$ cat config.mk
export PLATFORM = sky130hd
export DESIGN_NAME = debug_override_control
export DESIGN_NICKNAME = d
export VERILOG_FILES = /design/src/hw/dbgovr_pkg.sv /design/src/hw/dbgovr_if.sv /design/src/hw/debug_override_control.sv /design/src/hw/dbgovr_decode.sv
export VERILOG_INCLUDE_DIRS = /design/src /design/src/hw
export SDC_FILE = /design/constraint.sdc
export NUM_CORES = 1
export LEC_CHECK = 0
export ABC_AREA = 1
export BUFFER_PORTS_ARGS = -buffer_cell sky130_fd_sc_hd__buf_4
export CORE_MARGIN = 10
export CORE_UTILIZATION = 48
export DETAILED_ROUTE_END_ITERATION = 10
export PLACE_DENSITY = 0.82
export SLEW_MARGIN = 20
export SYNTH_ARGS = -nofsm -noshare
export SYNTH_HDL_FRONTEND = slang
export SYNTH_SLANG_ARGS = --single-unit
$ cat constraint.sdc
create_clock -name clk -period 1.7 [get_ports clk]
set_clock_uncertainty 0.15 [all_clocks]
set_input_delay 0.34 -clock clk [delete_from_list [all_inputs] [get_ports clk]]
set_output_delay 0.34 -clock clk [all_outputs]
set_load 0.005 [all_outputs]
$ cat src/hw/dbgovr_map.svh
// Constant map of the debug override control block.
`ifndef DBGOVR_MAP_SVH
`define DBGOVR_MAP_SVH
`define DBGOVR_FIX_HI_MSB     27
`define DBGOVR_FIX_HI_LSB     24
`define DBGOVR_FIX_HI_VAL     4'he
`define DBGOVR_FIX_MID_MSB    11
`define DBGOVR_FIX_MID_LSB    8
`define DBGOVR_FIX_MID_VAL    4'hf
`define DBGOVR_FIX_BIT        4
`define DBGOVR_DIR_BIT        20
`define DBGOVR_OP1_MSB        23
`define DBGOVR_OP1_LSB        21
`define DBGOVR_PRI_MSB        19
`define DBGOVR_PRI_LSB        16
`define DBGOVR_OP2_MSB        7
`define DBGOVR_OP2_LSB        5
`define DBGOVR_SEC_MSB        3
`define DBGOVR_SEC_LSB        0
`define DBGOVR_PRI_DEBUG      4'hf
`define DBGOVR_SEC_OVERRIDE   4'h0
`define DBGOVR_SEC_ADDRESS    4'h1
`define DBGOVR_OP1_VAL        3'h0
`define DBGOVR_OP2_VAL        3'h0
`define DBGOVR_OVR_RESET      32'h0000_0000
`define DBGOVR_ADDR_RESET     32'h0000_0000
`define DBGOVR_RD_RESET       32'h0000_0000
`define DBGOVR_OVR_MASK       32'h000f_e000
`define DBGOVR_BIT_CLEAN_ALL  19
`define DBGOVR_BIT_ABORT_D    18
`define DBGOVR_BIT_ABORT_I    17
`define DBGOVR_BIT_NO_PREF    16
`define DBGOVR_BIT_NO_GATE    15
`define DBGOVR_BIT_FORCE_NB   14
`define DBGOVR_BIT_MMUOFF_WT  13
`define DBGOVR_FAULT_XLATE    4'h0
`endif

$ cat src/hw/dbgovr_pkg.sv
// Types shared by the debug override control block.
`default_nettype none
package dbgovr_pkg;
    typedef logic [31:0] dbgovr_word_t;
    typedef enum logic [1:0] {
        DBGOVR_ATTR_NONCACHEABLE_NONBUFFERABLE,
        DBGOVR_ATTR_NCB,
        DBGOVR_ATTR_WT,
        DBGOVR_ATTR_WB
    } dbgovr_attr_e;
endpackage
`default_nettype wire

$ cat src/hw/dbgovr_if.sv
// Decoded coprocessor access passed from the decoder to the register bank.
`timescale 1ns/100ps
`default_nettype none
interface dbgovr_if;
    logic                  wrOvr;
    logic                  wrAddr;
    logic                  rdSel;
    logic                  hit;
    modport dec (output wrOvr, output wrAddr, output rdSel, output hit);
    modport bank (input wrOvr, input wrAddr, input rdSel, input hit);
endinterface
`default_nettype wire

$ cat src/hw/debug_override_control.sv
// Debug override register bank and the memory-attribute steering it controls.
`timescale 1ns/100ps
`default_nettype none
`include "dbgovr_map.svh"
module debug_override_control (
    // Clock and reset
    input  wire logic                   clk,
    input  wire logic                   sys_rst,
    // Coprocessor instruction port
    input  wire logic [31:0]            instr,
    input  wire logic                   instrValid,
    input  wire logic [31:0]            wrData,
    output logic                        instrHit,
    output logic [31:0]                 rdData,
    // Memory system access start; the active settings are held while it is high
    input  wire logic                   accStart,
    // Cache clean operation
    output logic                        cleanWholeCache,
    // Translation buffer misses
    input  wire logic                   dMiss,
    input  wire logic                   iMiss,
    output logic                        dAbort,
    output logic                        iAbort,
    output logic                        dWalk,
    output logic                        iWalk,
    output logic [3:0]                  faultStatus,
    // Prefetch and clock gating
    input  wire logic                   coreInstrReq,
    input  wire logic                   specPrefetchReq,
    input  wire logic                   instrNonCacheable,
    output logic                        instrFetchReq,
    output logic                        gateEnable,
    // Data attribute steering
    input  wire logic                   mmuEnable,
    input  wire logic                   dcacheEnable,
    input  wire logic                   isStore,
    input  wire dbgovr_pkg::dbgovr_attr_e pageAttr,
    input  wire logic                   remapValid,
    input  wire dbgovr_pkg::dbgovr_attr_e remapAttr,
    output dbgovr_pkg::dbgovr_attr_e    dataAttr,
    // Debug and test address
    output dbgovr_pkg::dbgovr_word_t    testAddr
);
    dbgovr_if acc ();

    dbgovr_pkg::dbgovr_word_t ovr_q;
    dbgovr_pkg::dbgovr_word_t act_q;
    dbgovr_pkg::dbgovr_word_t addr_q;
    dbgovr_pkg::dbgovr_attr_e baseAttr;
    dbgovr_pkg::dbgovr_attr_e offAttr;
    logic [1:0]               missIn;
    logic [1:0]               abortSel;
    logic [1:0]               abortOut;
    logic [1:0]               walkOut;

    dbgovr_decode u_decode (
        .instr      (instr),
        .instrValid (instrValid),
        .acc        (acc)
    );

    assign instrHit = acc.hit;

    // Only the defined field bits are stored, so reserved positions read as zero.
    always_ff @(posedge clk) begin
        if (sys_rst) begin
            ovr_q <= `DBGOVR_OVR_RESET;
        end else if (acc.wrOvr) begin
            ovr_q <= wrData & `DBGOVR_OVR_MASK;
        end
    end

    // The active copy is refreshed only between accesses, so an access in
    // flight keeps the settings it started with.
    always_ff @(posedge clk) begin
        if (sys_rst) begin
            act_q <= `DBGOVR_OVR_RESET;
        end else if (!accStart) begin
            act_q <= acc.wrOvr ? (wrData & `DBGOVR_OVR_MASK) : ovr_q;
        end
    end

    always_ff @(posedge clk) begin
        if (sys_rst) begin
            addr_q <= `DBGOVR_ADDR_RESET;
        end else if (acc.wrAddr) begin
            addr_q <= wrData;
        end
    end

    assign testAddr = addr_q;

    always_ff @(posedge clk) begin
        if (sys_rst) begin
            rdData <= `DBGOVR_RD_RESET;
        end else if (acc.hit && !instr[`DBGOVR_DIR_BIT]) begin
            rdData <= acc.rdSel ? addr_q : ovr_q;
        end
    end

    assign cleanWholeCache = act_q[`DBGOVR_BIT_CLEAN_ALL];

    // Index 0 is the data side and index 1 the instruction side.
    assign missIn   = {iMiss, dMiss};
    assign abortSel = {act_q[`DBGOVR_BIT_ABORT_I], act_q[`DBGOVR_BIT_ABORT_D]};

    for (genvar side = 0; side < 2; side++) begin : g_miss
        assign abortOut[side] = missIn[side] && abortSel[side];
        assign walkOut[side]  = missIn[side] && !abortSel[side];
    end

    assign dAbort = abortOut[0];
    assign dWalk  = walkOut[0];
    assign iAbort = abortOut[1];
    assign iWalk  = walkOut[1];

    // Status holds the last aborted miss code until the next one.
    always_ff @(posedge clk) begin
        if (sys_rst) begin
            faultStatus <= `DBGOVR_FAULT_XLATE;
        end else if (dAbort || iAbort) begin
            faultStatus <= `DBGOVR_FAULT_XLATE;
        end
    end

    // Speculative requests for non-cacheable code pass only while prefetch is allowed.
    assign instrFetchReq = coreInstrReq
                        || (specPrefetchReq && !(instrNonCacheable && act_q[`DBGOVR_BIT_NO_PREF]));

    // Gating is a power matter only; nothing functional reads this enable.
    assign gateEnable = !act_q[`DBGOVR_BIT_NO_GATE];

    always_comb begin
        offAttr = (act_q[`DBGOVR_BIT_MMUOFF_WT] && dcacheEnable)
                ? dbgovr_pkg::DBGOVR_ATTR_WT : dbgovr_pkg::DBGOVR_ATTR_NONCACHEABLE_NONBUFFERABLE;
        if (!mmuEnable) begin
            baseAttr = remapValid ? remapAttr : offAttr;
        end else begin
            baseAttr = remapValid ? remapAttr : pageAttr;
        end
        dataAttr = baseAttr;
        if (isStore && act_q[`DBGOVR_BIT_FORCE_NB] && (baseAttr == dbgovr_pkg::DBGOVR_ATTR_NCB)) begin
            dataAttr = dbgovr_pkg::DBGOVR_ATTR_NONCACHEABLE_NONBUFFERABLE;
        end
    end
endmodule
`default_nettype wire

$ cat src/hw/dbgovr_decode.sv
// Decoder for system control coprocessor instructions aimed at this block.
`timescale 1ns/100ps
`default_nettype none
`include "dbgovr_map.svh"
module dbgovr_decode (
    // Instruction
    input  wire logic [31:0] instr,
    input  wire logic        instrValid,
    // Decoded access
    dbgovr_if.dec            acc
);
    logic                  fixedOk;
    logic                  mapOk;
    logic                  isWrite;

    assign fixedOk = (instr[`DBGOVR_FIX_HI_MSB:`DBGOVR_FIX_HI_LSB] == `DBGOVR_FIX_HI_VAL)
                  && (instr[`DBGOVR_FIX_MID_MSB:`DBGOVR_FIX_MID_LSB] == `DBGOVR_FIX_MID_VAL)
                  && instr[`DBGOVR_FIX_BIT];
    assign mapOk   = (instr[`DBGOVR_PRI_MSB:`DBGOVR_PRI_LSB] == `DBGOVR_PRI_DEBUG)
                  && (instr[`DBGOVR_OP1_MSB:`DBGOVR_OP1_LSB] == `DBGOVR_OP1_VAL)
                  && (instr[`DBGOVR_OP2_MSB:`DBGOVR_OP2_LSB] == `DBGOVR_OP2_VAL);
    assign isWrite = instr[`DBGOVR_DIR_BIT];

    assign acc.rdSel  = instr[`DBGOVR_SEC_MSB:`DBGOVR_SEC_LSB] == `DBGOVR_SEC_ADDRESS;
    assign acc.hit    = instrValid && fixedOk && mapOk
                     && ((instr[`DBGOVR_SEC_MSB:`DBGOVR_SEC_LSB] == `DBGOVR_SEC_OVERRIDE) || acc.rdSel);
    assign acc.wrOvr  = acc.hit && isWrite && !acc.rdSel;
    assign acc.wrAddr = acc.hit && isWrite && acc.rdSel;
endmodule
`default_nettype wire

# Word-level counts from Yosys, hierarchy flattened
# Index checks and enable logic that the tools add are counted.
[op_classes]
n_eq_ne = 5
n_mux = 7
n_reduce_logical = 31
[op_table]
columns = ["operator", "count"]
rows = [
  ["$mux W32", 2],
  ["$logic_and A1 B1 Y1", 20],
  ["$eq A4 B4 Y1 const B", 3],
  ["$mux W2", 5],
  ["$logic_not A1 Y1", 6],
  ["$logic_not A3 Y1", 2],
  ["$eq A4 B1 Y1 const B", 1],
  ["$logic_not A4 Y1", 1],
  ["$eq A2 B1 Y1 const B", 1],
  ["$logic_or A1 B1 Y1", 2],
]
[word_totals]
regBits = 116
inputBits = 81
out_inout_bits = 78
word_cells = 47

# Logic depth before layout (Yosys ltp)
# Gate-level depths: netlist (run 1).
[depth]
ltp_word = 9
ltp_mapped = 13
mapped_depth_nobuf = 11

# Hierarchy
# From an unflattened synthesis (run 1), not the netlist that was laid out.
[hier_totals]
cells_unflattened = 507
hier_area_um2 = 3768.6
[modules_own_cells]
columns = ["module", "n_inst", "cells_each", "area_each_um2", "seq_area_each_um2"]
rows = [
  ["debug_override_control", 1, 479, 3649.8, 1821.7],
  ["dbgovr_decode", 1, 28, 118.9, 0.0],
]

# Worst setup path before layout (run 1)
# OpenSTA, ideal clock, no wires.
[synth_path]
path_kind = "input to register"
start = "input port instr[23]"
end = "register rdData[21]"
setup_time_ns = 0.128
arrival_time_ns = 1.307
required_ns = 1.422
slack_ns = 0.115
cell_stages = 10
n_path_buf = 2
cell_sequence = "nor2_1 -> nand2_1 -> nor2_1 -> nand2_1 -> nor2_2 -> buf_6 -> nand2_2 -> buf_2 -> o21ai_0 -> a21oi_1"
[synth_between]
elab_chain_cells = 6
[synth_rtl]
columns = ["item", "line_no", "rtl"]
rows = [
  ["from (decl)", "debug_override_control.sv:10", "input wire logic [31:0] instr,"],
  ["$logic_not A3 Y1 (no line)", "n/a", ""],
  ["$logic_and A1 B1 Y1 (2 in a row)", "dbgovr_decode.sv:19", "assign mapOk = (instr[`DBGOVR_PRI_MSB:`DBGOVR_PRI_LSB] == `DBGOVR_PRI_DEBUG)"],
  ["$logic_and A1 B1 Y1 (2 in a row)", "dbgovr_decode.sv:25", "assign acc.hit = instrValid && fixedOk && mapOk"],
  ["via instrHit", "debug_override_control.sv:13", "output logic instrHit,"],
  ["$logic_and A1 B1 Y1", "debug_override_control.sv:96", "end else if (acc.hit && !instr[`DBGOVR_DIR_BIT]) begin"],
  ["to (signal assigned)", "debug_override_control.sv:95", "rdData <= `DBGOVR_RD_RESET;"],
  ["to (signal assigned)", "debug_override_control.sv:97", "rdData <= acc.rdSel ? addr_q : ovr_q;"],
  ["to (decl)", "debug_override_control.sv:14", "output logic [31:0] rdData,"],
]
# The timed path passes the listed nets, and every way through them passes these cells.
# A chain may end at the register's enable or synchronous reset.

# Worst setup path after layout (run 1)
[layout_path]
start = "register act_q[13]"
end = "output port dataAttr[0]"
[layout_between]
elab_chain_cells = 7
[layout_rtl]
columns = ["item", "line_no", "rtl"]
rows = [
  ["from (decl)", "debug_override_control.sv:47", "dbgovr_pkg::dbgovr_word_t act_q;"],
  ["from (signal assigned)", "debug_override_control.sv:77", "act_q <= `DBGOVR_OVR_RESET;"],
  ["from (signal assigned)", "debug_override_control.sv:79", "act_q <= acc.wrOvr ? (wrData & `DBGOVR_OVR_MASK) : ovr_q;"],
  ["$logic_and A1 B1 Y1", "debug_override_control.sv:134", "offAttr = (act_q[`DBGOVR_BIT_MMUOFF_WT] && dcacheEnable)"],
  ["$mux W2", "debug_override_control.sv:134", ""],
  ["$mux W2", "debug_override_control.sv:137", "baseAttr = remapValid ? remapAttr : offAttr;"],
  ["$mux W2", "debug_override_control.sv:136", "if (!mmuEnable) begin"],
  ["$eq A2 B1 Y1", "debug_override_control.sv:142", "if (isStore && act_q[`DBGOVR_BIT_FORCE_NB] && (baseAttr == dbgovr_pkg::DBGOVR_ATTR_NCB)) begin"],
  ["$logic_and A1 B1 Y1", "debug_override_control.sv:142", ""],
  ["$mux W2", "debug_override_control.sv:142", ""],
  ["to (decl)", "debug_override_control.sv:40", "output dbgovr_pkg::dbgovr_attr_e dataAttr,"],
]
# Every way passes these cells.

==> summary.md, run 1 <==
| Metric | Value |
|---|---|
| DR pass1 iterations | 4 |
| Root Driver | clkbuf_8 |
| Largest net degree at the start of global routing | 44 |
| Worst Path Required | 1.21 ns |
| Largest cells by area after synthesis | dfxtp_1 (47%), nor2_1 (14%), nand2_1 (8.4%), inv_1 (6.3%), o21ai_1 (4.8%) |
| EDFF count, synth | 0 |
| Initial Utilization | between 40% and 50% |
| Top-count cell post-synth | nor2_1 |
| Max_cap viols | 0 |
| Hold crit path type | input pin to flip-flop |
| Most frequent cells after synthesis | nor2_1 (141), dfxtp_1 (91), nand2_1 (86), inv_1 (64), o21ai_1 (37) |
| Post-place setup slack | -0.188 ns |
| Final min period | 1.75 ns |
| TritonCTS clock tree | done |
| Status | finished with violations |
| Setup Viol. Count Final | 2 |
| Area growth syn-to-layout | 39.8% |
| Final hold vios | 0 |
| Global Route Usage Sum | 17.8% |
| Seq. cell area | around 0.0018 mm² |
| # DRC | 0 |
| First-pass GRT wire length | 17.4 mm |
| Die area | roughly 0.012 mm² |
| Synth area leader | dfxtp_1 |
| Final WL | 10.9 mm |
| Wire length per cell | roughly 13 µm |
| Longest Clk Path Bufs | 2 |
| Unrepaired setup endpoints after global routing | yes |
| Critical Path Fanout Max | 2 |
| I/O Pins | 159 |
| VDD IR max | 468 µV |
| DPL Wire Length | 8.20 mm |
| Area of the multi-input gates | 0.00160 mm² |
| Synth Flop Type | dfxtp_1 |
| Pleak | between 2 and 3 nW |
| Synthesized area | 0.00384 mm² |
| Sink Count | 91 |
| Critical Path Sink Type | primary output |
| Fmax | roughly 570 MHz |
| Slew Viols, Final | 0 |
| Top cell type's share of synthesized area | 47.5% |
| Diodes inserted | 0 |
| # rows | 32 |
| Synth Register Bits | 91 |
| Failing checks | setup timing |
| Power Density | 729 mW/mm² |
| Vias in the first global route | 3771 |
| CP Class | flip-flop to primary output |
| Fraction of layout cells with a size suffix above 1 | 29.9% |
| Cells after Synth | 557 |
| Critical Path AT | 1.26 ns |
| Fill count | 643 |
| Sum Neg Setup Slack | -0.0695 ns |
| Final WS setup | -0.0532 ns |
| Core Region | 0.00777 mm² |
| Part of the cycle the worst path needs | 103% |
| Worst Setup Start Kind | flip-flop |
| Yosys warns | 0 |
| Drt initial violations | 120 |
| Initial antenna violation count | 0 |
| CTS Buf Count | 9 |
| Total power | 3.91 mW |
| H-tree levels | 3 |
| Die height | approximately 110 µm |
| PortBufs | about 150 |
| Clk slew on worst S/H paths | 0.09 ns |
| Vias | ~3.9k |
| Vias per cell | 4.80 |
| Synth cell types | 21 |
| Remaining antenna violation count after routing | 0 |
| Chip Width | 109 µm |
| Register area share after synthesis | 47.5% |
| Nets | 785 |
| Syn_area_per_cell | between 6 and 7 µm² |
| Final Wtd Congestion | approximately 0.81 |
| Ys async rst share | 0% |
| Global route overflow | 0 |
| Later-pin clock latency in the skew report | 0.35 ns |
[metrics by stage]
step / instance area (µm²) / utilization, % / hold WS [ns] / instances
floorplan: 3850 / - / 0.282 / 560
global route: 5370 / 69.1 / 0.0471 / 811
global placement: 5100 / 65.7 / 0.282 / 792
CTS: 5320 / 68.4 / 0.0429 / 809
detailed placement: 5100 / 65.7 / 0.289 / 792
finish: 5370 / 69.1 / 0.0561 / 811
[area by class of cell]
| type | instances | area share (%) |
|---|---|---|
| Sequential cell | 91 | 34.0 |
| Multi-Input combinational cell | 364 | 29.9 |
| Timing Repair Buffer | 169 | 25.2 |
| Inverter | 69 | 4.83 |
| Clock buffer | 11 | 2.63 |
| Tap cell | 102 | 2.38 |
| Clock inverter | 5 | 1.14 |
[worst paths after layout]
kind,end,cells after the start,start,slack (ns)
max reg2reg,rdData[21]$_SDFFE_PP0P_,4,testAddr[21]$_SDFFE_PP0P_,0.76
max,dataAttr[0],7,act_q[13]$_SDFFE_PP0N_,-0.05
min reg2reg,rdData[22]$_SDFFE_PP0P_,2,rdData[22]$_SDFFE_PP0P_,0.30
min,testAddr[31]$_SDFFE_PP0P_,3,wrData[31],0.06
[sequential cells by signal, summed over array words and instances (netlist names)]
register  cells
testAddr     32
ovr_q        20
act_q         7
rdData       32
[layer usage]
metal  vias up  wire [µm]  global-route usage (%)
met5         -          0                       0
met4         0        265                    7.62
met3        20       1020                    6.55
met2       141       5140                    30.2
met1      1730       4520                    19.6
li1       2004          -                       -
[power by group]
part | total, mW | switching, mW | internal [mW]
sequential | 2.14 | 0.00470 | 2.14
clock | 1.47 | 0.747 | 0.725
combinational | 0.295 | 0.129 | 0.166
total | 3.91 | 0.881 | 3.03
[what timing repair did]
item	in CTS	in global routing
hold buffers	0	0
gates resized for setup	3	12
endpoints found under the setup margin	2	5
cloned	0	0
pin swaps	2	7
setup buffers	1	2
[logic make-up (layout without fill, tap and decap cells)]
group | count (synthesis) | count (layout) | synth area share [%]
simple gates | 272 | 272 | 29.0
buf+inv | 105 | 254 | 11.9
flops | 91 | 91 | 47.5
compound gates | 88 | 88 | 11.5
other cells | 1 | 4 | 0.0977
[critical path, stage by stage (launching register included)]
cell,delay [ns]
dfxtp_2,0.33
nand2_2,0.07
nor2_2,0.04
a21oi_2,0.11
a21oi_2,0.07
o21ai_1,0.13
inv_1,0.06
buf_6,0.11
[cells in the final DEF (no fill, tap or decap)]
master,synthesis,routed
conb_1,1,4
inv_1,64,63
o21ai_1,37,38
buf_4,7,161
o21ai_0,28,27
clkbuf_1,18,1
nor2_2,1,5
buf_6,4,2
a21oi_2,0,2
nor3b_1,1,1
dfxtp_1,91,90
nor2_4,0,1
nand3_1,24,24
bufinv_16,0,1
dfxtp_2,0,1
a21oi_1,22,20
clkbuf_8,0,10
a21o_1,1,1
nor2_1,141,136
inv_2,5,6
nand2_2,8,11
nand3_2,2,2
nand2_1,86,83
clkinvlp_4,0,3
nand4_1,9,9
inv_6,0,1
buf_12,0,6
(Power assumes the default switching activity.)
==> run 2, diff against run 1 <==
--- a/config.mk
+++ b/config.mk
@@ -9,9 +9,10 @@
 export ABC_AREA = 1
 export BUFFER_PORTS_ARGS = -buffer_cell sky130_fd_sc_hd__buf_4
 export CORE_MARGIN = 10
-export CORE_UTILIZATION = 48
+export CORE_UTILIZATION = 50
+export CTS_BUF_LIST = sky130_fd_sc_hd__clkbuf_8
 export DETAILED_ROUTE_END_ITERATION = 10
-export PLACE_DENSITY = 0.82
+export PLACE_DENSITY = 0.85
 export SLEW_MARGIN = 20
 export SYNTH_ARGS = -nofsm -noshare
 export SYNTH_HDL_FRONTEND = slang
==> summary.md, run 2 (synthesis results as in run 1) <==
| Metric | Value |
|---|---|
| Status | finished with violations |
| Failing checks | setup timing |
| NetSw | 884 µW (+0.35%) |
| Most common cell after layout, fill and taps aside | buf_4 |
| Later-pin clock latency in the skew report | 0.35 ns (about the same) |
| Core Region | 0.00737 mm² (-5.1%) |
| Final hold vios | 0 (unchanged) |
| Die area | 0.0116 mm² (-3.3%) |
| Longest Clk Path Bufs | 2 (unchanged) |
| Fraction of layout cells with a size suffix above 1 | 29.9% (about the same) |
| I/O Pins | 159 (unchanged) |
| VDD IR max | 376 µV (-20%) |
| Die height | 108 µm (-1.6%) |
| Commonest non-fill, non-tap cells in the layout | buf_4 (158), nor2_1 (138), dfxtp_1 (90), nand2_1 (85), inv_1 (63) |
| Nets | 788 (+0.38%) |
| Drt initial violations | 181 (+51%) |
| Sink Count | 91 (unchanged) |
| Final WS setup | -0.0933 ns (-0.0400 ns) |
| Flop pwr share | 52.2% (-2.6 points) |
| Non-Filler Instances | 811 (unchanged) |
| Logic gate share of total power | 7.4% (-0.2 points) |
| Hold crit path type | input pin to flip-flop |
| Wire length per cell | 14.1 µm (+4.8%) |
| DR pass1 iterations | 5 (+1) |
| Clk slew on worst S/H paths | 0.09 ns (about the same) |
| Vias in the first global route | 3875 (+2.8%) |
| Chip Width | 108 µm (-1.6%) |
| TritonCTS clock tree | done |
| Setup Viol. Count Final | 2 (unchanged) |
| Diodes inserted | 0 (unchanged) |
| DPL Wire Length | 8.55 mm (+4.3%) |
| Worst Path Required | 1.21 ns (about the same) |
| Final WL | 11.5 mm (+4.8%) |
| Pleak | 2.89 nW (+1.7%) |
| Critical Path Fanout Max | 2 (unchanged) |
| Sw Ratio | 21.5% (-1.0 points) |
| Part of the cycle the worst path needs | 105% (+2.4 points) |
| Dpl cells | 787 (-0.63%) |
| Critical Path AT | 1.30 ns (+0.04 ns) |
| Power Density | 752 mW/mm² (+3.2%) |
| Slew Viols, Final | 0 (unchanged) |
| Global Route Usage Sum | 19.2% (+1.4 points) |
| # DRC | 0 (unchanged) |
| Worst Setup Start Kind | flip-flop |
| Fmax | 558 MHz (-2.2%) |
| Remaining antenna violation count after routing | 0 (unchanged) |
| # rows | 31 (-3.1%) |
| Clk pwr share | 40.4% (+2.7 points) |
| Internal power | 3.22 mW (+6.3%) |
| Root Driver | clkbuf_8 |
| Initial Utilization | 52.1% (+2.7 points) |
| Largest net degree at the start of global routing | 44 (unchanged) |
| Final min period | 1.79 ns (+0.0400 ns) |
| Max_cap viols | 0 (unchanged) |
| CP Class | flip-flop to primary output |
| Unrepaired setup endpoints after global routing | yes |
| Vias per cell | 4.94 (+2.9%) |
| Critical Path Sink Type | primary output |
| First-pass GRT wire length | 18.5 mm (+6.5%) |
| Final Wtd Congestion | 0.809 (-0.60%) |
| H-tree levels | 3 (unchanged) |
| PortBufs | 146 (unchanged) |
| Initial antenna violation count | 0 (unchanged) |
| CTS Buf Count | 9 (unchanged) |
| Vias | 4008 (+2.9%) |
| Area growth syn-to-layout | 42.2% |
| Post-place setup slack | -0.194 ns (-0.00569 ns) |
| Global route overflow | 0 (unchanged) |
[run 2: changes by cell type in the layout (fill, tap and decap cells not counted), sizes merged]
cell,previous run,this run
buf,169,172
bufinv,1,2
clkinvlp,3,2
[run 2: worst paths after layout]
check,to,from,depth (start not counted),slack (ns)
worst max register to register,rdData[30]$_SDFFE_PP0P_,testAddr[30]$_SDFFE_PP0P_,4,0.73
worst min register to register,rdData[21]$_SDFFE_PP0P_,rdData[21]$_SDFFE_PP0P_,2,0.30
worst min-delay path,testAddr[23]$_SDFFE_PP0P_,wrData[23],3,0.06
worst max-delay path,dataAttr[0],act_q[13]$_SDFFE_PP0N_,7,-0.09
[run 2: through the flow]
step / total power, mW / util (%) / instance area [µm²] / setup TNS, ns / hold slack [ns]
after floorplan: 2.30 / - / 3850 / 0 / 0.282
after global placement: 2.47 / 69.3 / 5110 / -3.19 / 0.283
after detailed placement: 2.48 / 69.3 / 5110 / -8.18 / 0.292
after CTS: 4.11 / 72.7 / 5360 / -0.0951 / 0.0501
after global routing: 4.25 / 74.1 / 5460 / -0.344 / 0.0426
final: 4.11 / 74.1 / 5460 / -0.146 / 0.0577
[run 2: power by group through the flow]
| stage | Sequential, mW | Clock (mW) | Combinational, mW |
|---|---|---|---|
| after CTS | 2.14 | 1.68 | 0.287 |
| after global routing | 2.14 | 1.78 | 0.332 |
| after detailed placement | 2.19 | 0 | 0.284 |
| after global placement | 2.19 | 0 | 0.276 |
| final | 2.14 | 1.66 | 0.304 |
| after floorplan | 2.19 | 0 | 0.107 |
[run 2: critical path, cell delays in order (launching register included)]
cell and delay, ns:
dfxtp_2 0.33, nand2_1 0.05, nor2_1 0.03, a21oi_1 0.15
a21oi_2 0.09, o21ai_2 0.12, inv_1 0.07, buf_6 0.11
[run 2: layout make-up]
class	instances	area, µm²
repair buffers	172	1410
clock buffers	11	151
fillers	577	1910
clock inverters	5	83.8
flip-flops and latches	91	1820
multi-input cells	364	1600
inverters	69	259
well taps	99	124
[run 2: timing repair]
action,in CTS,in global routing
setup endpoints to repair,2,3
buffers inserted,0,8
resized for setup,5,12
hold buffers,0,0
pin swaps,0,8
[run 2: metal layers]
layer	global-route usage (%)	share of wire, %	vias to the layer above
met5	0	0	-
met4	7.44	2.2	0
met3	6.89	9.2	19
met2	32.7	49	161
met1	21.4	40	1818
li1	-	-	2010
